**config.mk**
```make
export PLATFORM = sky130hd
export DESIGN_NAME = sertx_top
export DESIGN_NICKNAME = d
export VERILOG_FILES = /design/src/common/sertx_pkg.sv /design/src/verilog/sertx_prescale.sv /design/src/verilog/sertx_top.sv
export SDC_FILE = /design/constraint.sdc
export NUM_CORES = 1
export LEC_CHECK = 0
export ABC_AREA = 1
export BUFFER_PORTS_ARGS = -buffer_cell sky130_fd_sc_hd__buf_2
export CAP_MARGIN = 25
export CORE_MARGIN = 2
export CORE_UTILIZATION = 45
export CTS_CLUSTER_SIZE = 12
export DETAILED_ROUTE_END_ITERATION = 10
export GPL_TIMING_DRIVEN = 0
export PLACE_DENSITY = 0.75
export RECOVER_POWER = 100
export SETUP_SLACK_MARGIN = 0.05
export SYNTH_ARGS = -nofsm -noshare
export SYNTH_HDL_FRONTEND = slang
export SYNTH_SLANG_ARGS = --single-unit
```
**constraint.sdc**
```tcl
create_clock -name pclk -period 1.99 [get_ports pclk]
set_clock_uncertainty 0.05 [all_clocks]
set_input_delay 0.0995 -clock pclk [delete_from_list [all_inputs] [get_ports pclk]]
set_output_delay 0.0995 -clock pclk [all_outputs]
set_load 0.01 [all_outputs]
```
**src/common/sertx_pkg.sv**
```systemverilog
// Package of register map, field layout and state types for the serial transmitter.
`default_nettype none
package sertx_pkg;
	// ------------------------------------------------------------
	// Register map
	// ------------------------------------------------------------
	localparam logic [11:0] OFS_TRANSMIT_HOLDING = 12'h000;
	localparam logic [11:0] OFS_FRAME_FORMAT_SELECT = 12'h004;
	localparam logic [11:0] OFS_TX_STATUS = 12'h008;
	localparam logic [11:0] OFS_TX_CONTROL = 12'h00C;
	localparam logic [7:0] RST_TRANSMIT_HOLDING = 8'hFF;
	localparam logic [7:0] RST_FRAME_FORMAT = 8'h00;
	// ------------------------------------------------------------
	// Field positions of the format register
	// ------------------------------------------------------------
	localparam int POS_SYNC_MODE = 7;
	localparam int POS_CHAR_LENGTH = 6;
	localparam int POS_PARITY_ENABLE = 5;
	localparam int POS_PARITY_ODD = 4;
	localparam int POS_TWO_STOP = 3;
	localparam int POS_MULTIPROC = 2;
	// Prescale codes.
	localparam logic [1:0] PRESCALE_SYS = 2'h0;
	localparam logic [1:0] PRESCALE_SUB = 2'h1;
	localparam logic [1:0] PRESCALE_DIV16 = 2'h2;
	localparam logic [1:0] PRESCALE_DIV64 = 2'h3;
	localparam logic [5:0] DIV16_LAST = 6'h0F;
	localparam logic [5:0] DIV64_LAST = 6'h3F;
	// Data bits per character.
	localparam logic [3:0] LEN_8 = 4'h8;
	localparam logic [3:0] LEN_7 = 4'h7;
	localparam logic [3:0] LEN_5 = 4'h5;
	// ------------------------------------------------------------
	// Types
	// ------------------------------------------------------------
	typedef enum logic [2:0] {
		ST_IDLE = 3'b000,
		ST_START = 3'b001,
		ST_DATA = 3'b011,
		ST_EXTRA = 3'b010,
		ST_STOP = 3'b110
	} tx_state_t;
	typedef struct packed {
		logic sync_mode;
		logic [3:0] data_bits;
		logic extra_bit;
		logic extra_is_parity;
		logic parity_odd;
		logic two_stop;
	} frame_cfg_t;
endpackage
`default_nettype wire

```
**src/verilog/sertx_prescale.sv**
```systemverilog
// Baud source prescaler producing a one-cycle tick per selected clock period.
`default_nettype none
module sertx_prescale (
	// Clock and reset.
	input wire logic pclk,
	input wire logic presetn,
	input wire logic clk_en,
	// Selection and subclock ticks.
	input wire logic [1:0] prescale_sel,
	input wire logic sub_tick,
	input wire logic sub_low_power,
	// Output tick.
	output logic tick
);
	typedef struct packed {
		logic [5:0] count;
		logic sub_half;
		logic tick;
	} pre_state_t;
	pre_state_t state;
	pre_state_t next_state;

	// Pass or count the system clock, or halve the subclock unless in low power, as selected.
	always_comb begin
		next_state = state;
		next_state.tick = 1'b0;
		case (prescale_sel)
			sertx_pkg::PRESCALE_SYS: begin
				next_state.tick = 1'b1;
			end
			sertx_pkg::PRESCALE_SUB: begin
				if (sub_tick) begin
					next_state.sub_half = ~state.sub_half;
					next_state.tick = sub_low_power | state.sub_half;
				end
			end
			sertx_pkg::PRESCALE_DIV16: begin
				next_state.count = (state.count >= sertx_pkg::DIV16_LAST) ?
					6'h00 : 6'(state.count + 6'h01);
				next_state.tick = (state.count >= sertx_pkg::DIV16_LAST);
			end
			default: begin
				next_state.count = (state.count == sertx_pkg::DIV64_LAST) ?
					6'h00 : 6'(state.count + 6'h01);
				next_state.tick = (state.count == sertx_pkg::DIV64_LAST);
			end
		endcase
	end

	// Register the state.
	always_ff @(posedge pclk or negedge presetn) begin
		if (!presetn) begin
			state <= '0;
		end else if (clk_en) begin
			state <= next_state;
		end
	end

	assign tick = state.tick;
endmodule
`default_nettype wire

```
**src/verilog/sertx_top.sv**
```systemverilog
// Transmit holding register, frame format register and transmit shifter.
`default_nettype none
// Summary of operation
// - Holding byte loads into empty shifter.
// - New byte accepted while shifter sends.
// - Holding register RW, resets to all ones.
// - Format register RW, resets to zero.
// - Format top bit selects synchronous mode.
// - Length bit picks 8 or 7 bits.
// - Seven-bit frames drop data bit 7.
// - Parity plus multiproc gives five bits.
// - Parity appended only in asynchronous mode.
// - Polarity bit picks even or odd.
// - Polarity ignored without parity or synchronous.
// - One or two high stop bits when asynchronous, none in synchronous mode.
// - Receiver checks only the first stop.
// - Multiproc bit acts only asynchronously.
// - Prescale code selects baud source clock.
// - Subclock halved except in low power.
// - No load while empty flag set.
// - Shifter sends bit zero first.
module sertx_top (
	// Clock, reset and enable.
	input wire logic pclk,
	input wire logic presetn,
	input wire logic clk_en,
	// APB slave.
	input wire logic psel,
	input wire logic penable,
	input wire logic pwrite,
	input wire logic [11:0] paddr,
	input wire logic [31:0] pwdata,
	output logic [31:0] prdata,
	output logic pready,
	output logic pslverr,
	// Power mode and clock sources.
	input wire logic standby_enter,
	input wire logic sub_tick,
	input wire logic sub_low_power,
	input wire logic bit_tick,
	// Serial line.
	output logic txd,
	output logic sclk_out,
	output logic prescale_tick,
	output logic tx_busy
);
	typedef struct packed {
		logic [7:0] holding;
		logic [7:0] format;
		logic empty_flag;
		logic tx_enable;
		sertx_pkg::tx_state_t fsm;
		logic [7:0] shifter;
		logic [3:0] bit_count;
		logic [3:0] bits_total;
		logic stop_left;
		logic extra_val;
		sertx_pkg::frame_cfg_t cfg;
		logic parity_acc;
		logic [31:0] prdata;
		logic pready;
		logic pslverr;
		logic txd;
		logic sclk_out;
		logic prescale_tick;
		logic tx_busy;
	} top_state_t;
	top_state_t state;
	top_state_t next_state;
	logic pre_tick;
	logic apb_write;
	logic hold_write;
	logic load_now;

	// Decode the format register into frame settings.
	function automatic sertx_pkg::frame_cfg_t decode_cfg(
		input logic [7:0] fmt
	);
		sertx_pkg::frame_cfg_t c;
		logic five;
		c.sync_mode = fmt[sertx_pkg::POS_SYNC_MODE];
		five = fmt[sertx_pkg::POS_PARITY_ENABLE] &
			fmt[sertx_pkg::POS_MULTIPROC];
		if (c.sync_mode) begin
			c.data_bits = sertx_pkg::LEN_8;
		end else if (five) begin
			c.data_bits = sertx_pkg::LEN_5;
		end else if (fmt[sertx_pkg::POS_CHAR_LENGTH]) begin
			c.data_bits = sertx_pkg::LEN_7;
		end else begin
			c.data_bits = sertx_pkg::LEN_8;
		end
		c.extra_bit = ~c.sync_mode & (fmt[sertx_pkg::POS_PARITY_ENABLE] |
			fmt[sertx_pkg::POS_MULTIPROC]);
		c.extra_is_parity = ~c.sync_mode & fmt[sertx_pkg::POS_PARITY_ENABLE];
		c.parity_odd = c.extra_is_parity & fmt[sertx_pkg::POS_PARITY_ODD];
		c.two_stop = ~c.sync_mode & fmt[sertx_pkg::POS_TWO_STOP];
		return c;
	endfunction

	// Mask away data bits above the character length.
	function automatic logic [7:0] length_mask(input logic [3:0] n);
		logic [7:0] m;
		m = 8'hFF;
		if (n == sertx_pkg::LEN_7) begin
			m = 8'h7F;
		end else if (n == sertx_pkg::LEN_5) begin
			m = 8'h1F;
		end
		return m;
	endfunction

	// ------------------------------------------------------------
	// Baud source prescaler
	// ------------------------------------------------------------
	sertx_prescale u_prescale (
		.pclk(pclk),
		.presetn(presetn),
		.clk_en(clk_en),
		.prescale_sel(state.format[1:0]),
		.sub_tick(sub_tick),
		.sub_low_power(sub_low_power),
		.tick(pre_tick)
	);

	assign apb_write = psel & penable & pwrite & ~state.pready;
	assign hold_write = apb_write &
		(paddr == sertx_pkg::OFS_TRANSMIT_HOLDING);
	// The shifter is free when idle or on the tick that ends the last stop.
	assign load_now = bit_tick & state.tx_enable & ~state.empty_flag &
		((state.fsm == sertx_pkg::ST_IDLE) |
		((state.fsm == sertx_pkg::ST_STOP) & ~state.stop_left));

	// Bus access, holding transfer and frame sequencing.
	always_comb begin
		next_state = state;
		next_state.pready = 1'b0;
		next_state.pslverr = 1'b0;
		next_state.prescale_tick = pre_tick;
		// APB answers one cycle into the access phase.
		if (psel & penable & ~state.pready) begin
			next_state.pready = 1'b1;
			next_state.prdata = 32'h0000_0000;
			case (paddr)
				sertx_pkg::OFS_TRANSMIT_HOLDING: begin
					next_state.prdata = {24'h00_0000, state.holding};
					if (apb_write) begin
						next_state.holding = pwdata[7:0];
						next_state.empty_flag = 1'b0;
					end
				end
				sertx_pkg::OFS_FRAME_FORMAT_SELECT: begin
					next_state.prdata = {24'h00_0000, state.format};
					if (apb_write) begin
						next_state.format = pwdata[7:0];
					end
				end
				sertx_pkg::OFS_TX_STATUS: begin
					next_state.prdata = {30'h0000_0000, state.tx_busy,
						state.empty_flag};
				end
				sertx_pkg::OFS_TX_CONTROL: begin
					next_state.prdata = {31'h0000_0000, state.tx_enable};
					if (apb_write) begin
						next_state.tx_enable = pwdata[0];
					end
				end
				default: begin
					next_state.pslverr = 1'b1;
				end
			endcase
		end
		if (!state.tx_enable) begin
			next_state.empty_flag = 1'b1;
		end
		// Frame sequencing on the bit clock.
		case (state.fsm)
			sertx_pkg::ST_IDLE: begin
				next_state.txd = 1'b1;
				next_state.sclk_out = 1'b1;
				next_state.tx_busy = 1'b0;
			end
			sertx_pkg::ST_START: begin
				if (bit_tick) begin
					next_state.fsm = sertx_pkg::ST_DATA;
					next_state.txd = state.shifter[0];
				end
			end
			sertx_pkg::ST_DATA: begin
				if (state.cfg.sync_mode & bit_tick) begin
					next_state.sclk_out = ~state.sclk_out;
				end
				if (bit_tick & (~state.cfg.sync_mode | state.sclk_out)) begin
					next_state.parity_acc = state.parity_acc ^ state.shifter[0];
					next_state.shifter = {1'b0, state.shifter[7:1]};
					next_state.bit_count = 4'(state.bit_count + 4'h1);
					if (4'(state.bit_count + 4'h1) == state.bits_total) begin
						if (state.cfg.extra_bit) begin
							next_state.fsm = sertx_pkg::ST_EXTRA;
							next_state.txd = state.cfg.extra_is_parity ?
								(state.parity_acc ^ state.shifter[0] ^
								state.cfg.parity_odd) : 1'b0;
						end else if (state.cfg.sync_mode) begin
							next_state.fsm = sertx_pkg::ST_IDLE;
							next_state.txd = 1'b1;
							next_state.sclk_out = 1'b1;
						end else begin
							next_state.fsm = sertx_pkg::ST_STOP;
							next_state.txd = 1'b1;
							next_state.stop_left = state.cfg.two_stop;
						end
					end else begin
						next_state.txd = state.shifter[1];
					end
				end
			end
			sertx_pkg::ST_EXTRA: begin
				if (bit_tick) begin
					next_state.fsm = sertx_pkg::ST_STOP;
					next_state.txd = 1'b1;
					next_state.stop_left = state.cfg.two_stop;
				end
			end
			sertx_pkg::ST_STOP: begin
				// stop stays high for the far end
				if (bit_tick) begin
					if (state.stop_left) begin
						next_state.stop_left = 1'b0;
					end else begin
						next_state.fsm = sertx_pkg::ST_IDLE;
					end
				end
			end
			default: begin
				next_state.fsm = sertx_pkg::ST_IDLE;
			end
		endcase
		// load a free shifter, even at the last stop bit
		if (load_now) begin
			next_state.cfg = decode_cfg(state.format);
			next_state.shifter = state.holding &
				length_mask(next_state.cfg.data_bits);
			next_state.bits_total = next_state.cfg.data_bits;
			// A byte written in this same cycle stays pending.
			next_state.empty_flag = ~hold_write;
			next_state.bit_count = 4'h0;
			next_state.parity_acc = 1'b0;
			next_state.tx_busy = 1'b1;
			if (next_state.cfg.sync_mode) begin
				next_state.fsm = sertx_pkg::ST_DATA;
				next_state.txd = state.holding[0];
				next_state.sclk_out = 1'b0;
			end else begin
				next_state.fsm = sertx_pkg::ST_START;
				next_state.txd = 1'b0;
			end
		end
		if (standby_enter) begin
			next_state.holding = sertx_pkg::RST_TRANSMIT_HOLDING;
			next_state.format = sertx_pkg::RST_FRAME_FORMAT;
		end
	end

	// Register all state.
	always_ff @(posedge pclk or negedge presetn) begin
		if (!presetn) begin
			state <= '0;
			state.holding <= sertx_pkg::RST_TRANSMIT_HOLDING;
			state.format <= sertx_pkg::RST_FRAME_FORMAT;
			state.empty_flag <= 1'b1;
			state.txd <= 1'b1;
			state.sclk_out <= 1'b1;
			state.fsm <= sertx_pkg::ST_IDLE;
		end else if (clk_en) begin
			state <= next_state;
		end
	end

	assign prdata = state.prdata;
	assign pready = state.pready;
	assign pslverr = state.pslverr;
	assign txd = state.txd;
	assign sclk_out = state.sclk_out;
	assign prescale_tick = state.prescale_tick;
	assign tx_busy = state.tx_busy;
endmodule
`default_nettype wire

```
Word-level counts from Yosys, hierarchy flattened:

Cells that the tools add are included.

* $add $sub $neg: 2
* order comparisons: 1
* equal/unequal tests: 29
* multiplexer cells: 65
* bitwise gates (word level): 32
* reduce and logical (&&, ||, !) cells: 27

Operators with widths (number)
* $mux 8: 6
* $pmux 8 s4: 1
* $mux 1: 30
* $eq 12x4->1 const B: 2
* $mux 3: 7
* $mux 19: 1
* $mux 18: 1
* $ne 3x3->1 const B: 6
* $and 1x1->1: 16
* $mux 16: 1
* $mux 4: 4
* $reduce_and 4->1: 4
* $reduce_and 8->1: 2
* $mux 15: 1
* $pmux 3 s5: 1
* $ne 2x2->1 const B: 7
* $reduce_bool 2->1: 7
* $eq 12x3->1 const B: 1
* $logic_not 12->1: 1
* $mux 12: 1
* $mux 6: 2
* $pmux 6 s2: 1
* $ne 3x1->1 const B: 3
* $not 1->1: 9
* 27 further kinds: 41

* register bits: 66
* input bits: 54
* output and inout port bits: 38
* word-level logic and storage cells: 181

Logic depth before layout (Yosys ltp):

* depth in word-level cells: 11
* gate-level depth with buffers: 13
* mapped depth without buffers: 13

By module:

A second synthesis with hierarchy kept.

* cell total of the unflattened synthesis: 463
* area total of the unflattened synthesis: 3794.9 um^2

By module, submodules not included
* sertx_top: instances 1, cells each 399, area an instance 3308.2 um^2, sequential area each 1440.1 um^2
* sertx_prescale: instances 1, cells each 64, area an instance 486.7 um^2, sequential area each 200.2 um^2

Least setup slack after synthesis:

OpenSTA, ideal clock, no wires.

* kind: register -> register
* start: register state[54] (netlist bit)
* end: register state[66] (netlist bit)
* setup time: 0.126 ns
* data arrival time: 1.528 ns
* data required time: 1.814 ns
* path slack: 0.286 ns
* stages on the path, launching flop included: 10
* buffers on the path: 0
* clock period less this slack: 1.704 ns
* path through: dfrtp_1 ha_1 xnor2_1 nand2_1 nor2_1 nand3_1 nand2_1 nand3_1 nor2_1 a21oi_1

* cells in the longest elaborated chain, start to end: 4

Ends and longest elaborated chain
* start, declared: RTL line sertx_top.sv:68 `top_state_t state;`
* start signal, assigned: RTL line sertx_top.sv:275 `state <= next_state;`
* $add 4x1->4: RTL line sertx_top.sv:197 `if (4'(state.bit_count + 4'h1) == state.bits_total) begin`
* $eq 4x4->1: RTL line sertx_top.sv:197
* $ne 3x3->1 (no line)
* $reduce_and 8->1 (no line)

Every way passes these cells.
A chain may end at the register's enable or synchronous reset.

Worst setup path in the final report:

* start: register state[55] (netlist bit)
* end: register state[67] (netlist bit)

The elaborated chain is that of the path after synthesis.

==> flow_summary_export.csv <==
group,metric,value,unit
final_layout,nets,606,
clock_tree,clockBufferDepth,2,
final_layout,n_antenna_cell,0,
critical_path,crit_required,2.17,ns
final_layout,instances_no_fill,660,
critical_path,arrival,2.02,ns
final_layout,multi_input_area,1700,µm²
drt,wl_per_cell,12.9,µm
critical_path,cp_max_fo,6,
place,routabilityCongestion,0.905,
critical_path,critical_path_class,"register to register",
yosys,syn_inst,468,
floorplanning,num_io_pins,92,
power,power.internal,2990,µW
floorplanning,row_count,33,
floorplanning,fp.dieH,95.3,µm
hold_path,hold_class,"input pin to register",
sta,worst_pin_slew,1.42,ns
power,pwr-share-comb,0.295,
drt,via_per_inst,5.04,
critical_path,crit_path_end_kind,"register",
sta,slew_headroom,0.0526,
job,drv_cap,0,
clock_tree,cts_made_buffers,9,
sta,hold_viol,0,
final_layout,fill_cells,783,
yosys,synth.avg_cell_area,8.01,µm²
final_layout,areaGrowthSynthToFinish,19.3,%
grt,grt_usage,0.201,
place,io_buffers,41,
drt,drtIter0Drc,195,
grt,grt_pass1_vias,3095,
run_status,status,"finished, final reports clean",
drt,ant_nets,0,
power,power_density,1020,nW/µm²
grt,antenna_found_initial,0,
sta,rsz0062_at_grt,"true",
sta,period_needed,1.83,ns
clock_tree,tritoncts,"yes",
floorplanning,dieArea,9070,µm²
grt,grt_overflow,0,
power,vdd_drop_max,365,µV
clock_tree,root_buffer,"clkbuf_8",
sta,slew_viol_final,0,
place,dpl.hpwl,6.34,mm
power,fin_total_pwr,4560,µW
critical_path,cp-start-kind,"register",
sta,setup_viol,0,
sta,fin_setup_tns,0,ns
yosys,yosysWarnings,0,
clock_tree,h-tree-depth,3,
floorplanning,start_util,0.461,
clock_tree,path_clk_slew,0.08,ns
grt,grt_pass1_wl,14.2,mm
place,place_area,4170,µm²
final_layout,seq_area,1640,µm²
drt,remaining_drc_errors,0,
yosys,seq_area_frac_synth,0.438,
yosys,synth_cell_types,41,
clock_tree,cts_num_sinks,65,
floorplanning,core-area,8130,µm²
power,p_leak,0.00224,µW
drt,vias,3329,
clock_tree,clkLatencyLatePin,0.34,ns
floorplanning,die-width,95.3,µm
drt,wirelength,8.53,mm
sta,fmax,545,MHz
final_layout,design_area,4470,µm²
power,p_sw_frac,0.344,
grt,grt_max_degree,66,
power,p_clk_frac,0.303,
clock_tree,post-cts-setup-buffers,0,
yosys,synth-seq-cells,65,
place,dp.cells,637,
drt,drt-pass1-iter-count,4,
power,p_seq_frac,0.402,
sta,finalCritPeriodShare,0.922,
final_layout,drive_gt1_frac,0.218,
yosys,synth_area,3750,µm²
power,p_switching,1570,µW
[layout by cell type, fill, tap and decap left out, types with 4 or more instances in the layout]
master	n
dfrtp_1	54
dlygate4sd3_1	7
inv_1	46
a21oi_1	21
a22o_1	8
nor2_2	4
nand4_1	7
nand2_1	119
nand3_1	31
buf_4	34
nor2_1	31
o31ai_1	10
conb_1	24
dfstp_2	10
clkbuf_1	16
clkbuf_8	10
a31oi_2	4
buf_2	31
o22ai_1	9
o21ai_0	31
[cell type report]
| class | count | area share |
|---|---|---|
| sequential | 65 | 0.367 |
| inverter | 51 | 0.0434 |
| tap | 105 | 0.0294 |
| buffer | 43 | 0.0683 |
| timing repair buffer | 48 | 0.0579 |
| clock buffer | 10 | 0.0308 |
| clock inverter | 6 | 0.0235 |
| multi-input combinational | 332 | 0.380 |
[registers in the layout, summed over array words and instances, names as in the netlist]
register          cells
u_prescale.state      7
sclk_out              1
state                43
txd                   1
prescale_tick         1
u_prescale.tick       1
pready                1
prdata                8
pslverr               1
tx_busy               1
[layer usage]
layer,GRT usage,vias to the layer above,wire (µm)
met1,0.258,1579,3810
met4,0.0664,0,124
li1,-,1655,-
met2,0.331,84,4240
met3,0.0498,11,360
met5,0,-,0
[what timing repair did]
item	CTS	global route
hold endpoints to repair	60	0
setup endpoints to repair	3	6
hold buffers	7	0
pin swaps	0	2
gates resized for setup	1	9
[stage by stage]
step,util,hold slack (ns),setup WS (ns)
6_report,0.550,0.0113,0.156
5_1_grt,0.550,0.0132,0.0239
4_1_cts,0.552,0.00318,0.0897
3_5_place_dp,0.513,0.202,0.0317
3_3_place_gp,0.513,0.314,0.0456
2_1_floorplan,-,-0.246,0.286
[Yosys cell counts (all sizes together)]
cell type    n  area, µm²
a21boi       1       7.51
a21oi       21        105
a22o         8       70.1
a31oi        6       62.6
buf         41        308
clkbuf       2       7.51
clkinv       1       3.75
conb         1       3.75
dfrtp       54       1350
dfstp       11        289
ha           2       25.0
inv         50        190
nand2      123        484
nand3       35        190
nand4        7       43.8
nor2        38        176
nor3         5       41.3
o211ai       2       15.0
o21a         1       7.51
o21ai       33        173
o221ai       2       17.5
o22ai        9       56.3
o31ai       10       75.1
or2          1       8.76
xnor2        2       17.5
xor2         2       17.5
[worst paths after layout]
| path | startpoint | end | slack (ns) | cells after the start |
|---|---|---|---|---|
| setup / recovery | state[55] | state[67] | 0.16 | 9 |
| hold / removal | pwdata[4] | state[75] | 0.01 | 3 |
| setup reg to reg | state[55] | state[67] | 0.16 | 9 |
| hold reg to reg | u_prescale.state[1] | u_prescale.state[1] | 0.42 | 1 |
| max in group asynchronous | presetn | state[74] | 0.45 | 2 |
| min in group asynchronous | presetn | state[46] | 0.60 | 2 |
[worst max-delay path, stage by stage, from the launching register on]
cell     delay (ns)
dfrtp_1        0.42
ha_1           0.34
xnor2_1        0.15
nand2_1        0.11
nor2_4         0.16
nand3_1        0.13
nand2_2        0.12
nand3_4        0.10
nor2_1         0.10
a21oi_1        0.05
[kinds of logic after synthesis]
| logic type | share of synthesized area |
|---|---|
| buffers and inverters | 0.136 |
| flip-flops | 0.438 |
| XOR/XNOR | 0.00935 |
| AND/OR/NAND/NOR | 0.252 |
| adder cells (fa/ha/maj) | 0.00668 |
| other | 0.00100 |
| AO/OA/AOI/OAI | 0.157 |
[power by group through the flow]
stage               Sequential [µW]  Clock [µW]  Combinational (µW)
floorplan                      1820           0                1010
global placement               1850           0                1230
detailed placement             1860           0                1290
CTS                            1840        1410                1310
global route                   1870        1470                1540
finish                         1830        1380                1350
(Power assumes the default switching activity.)
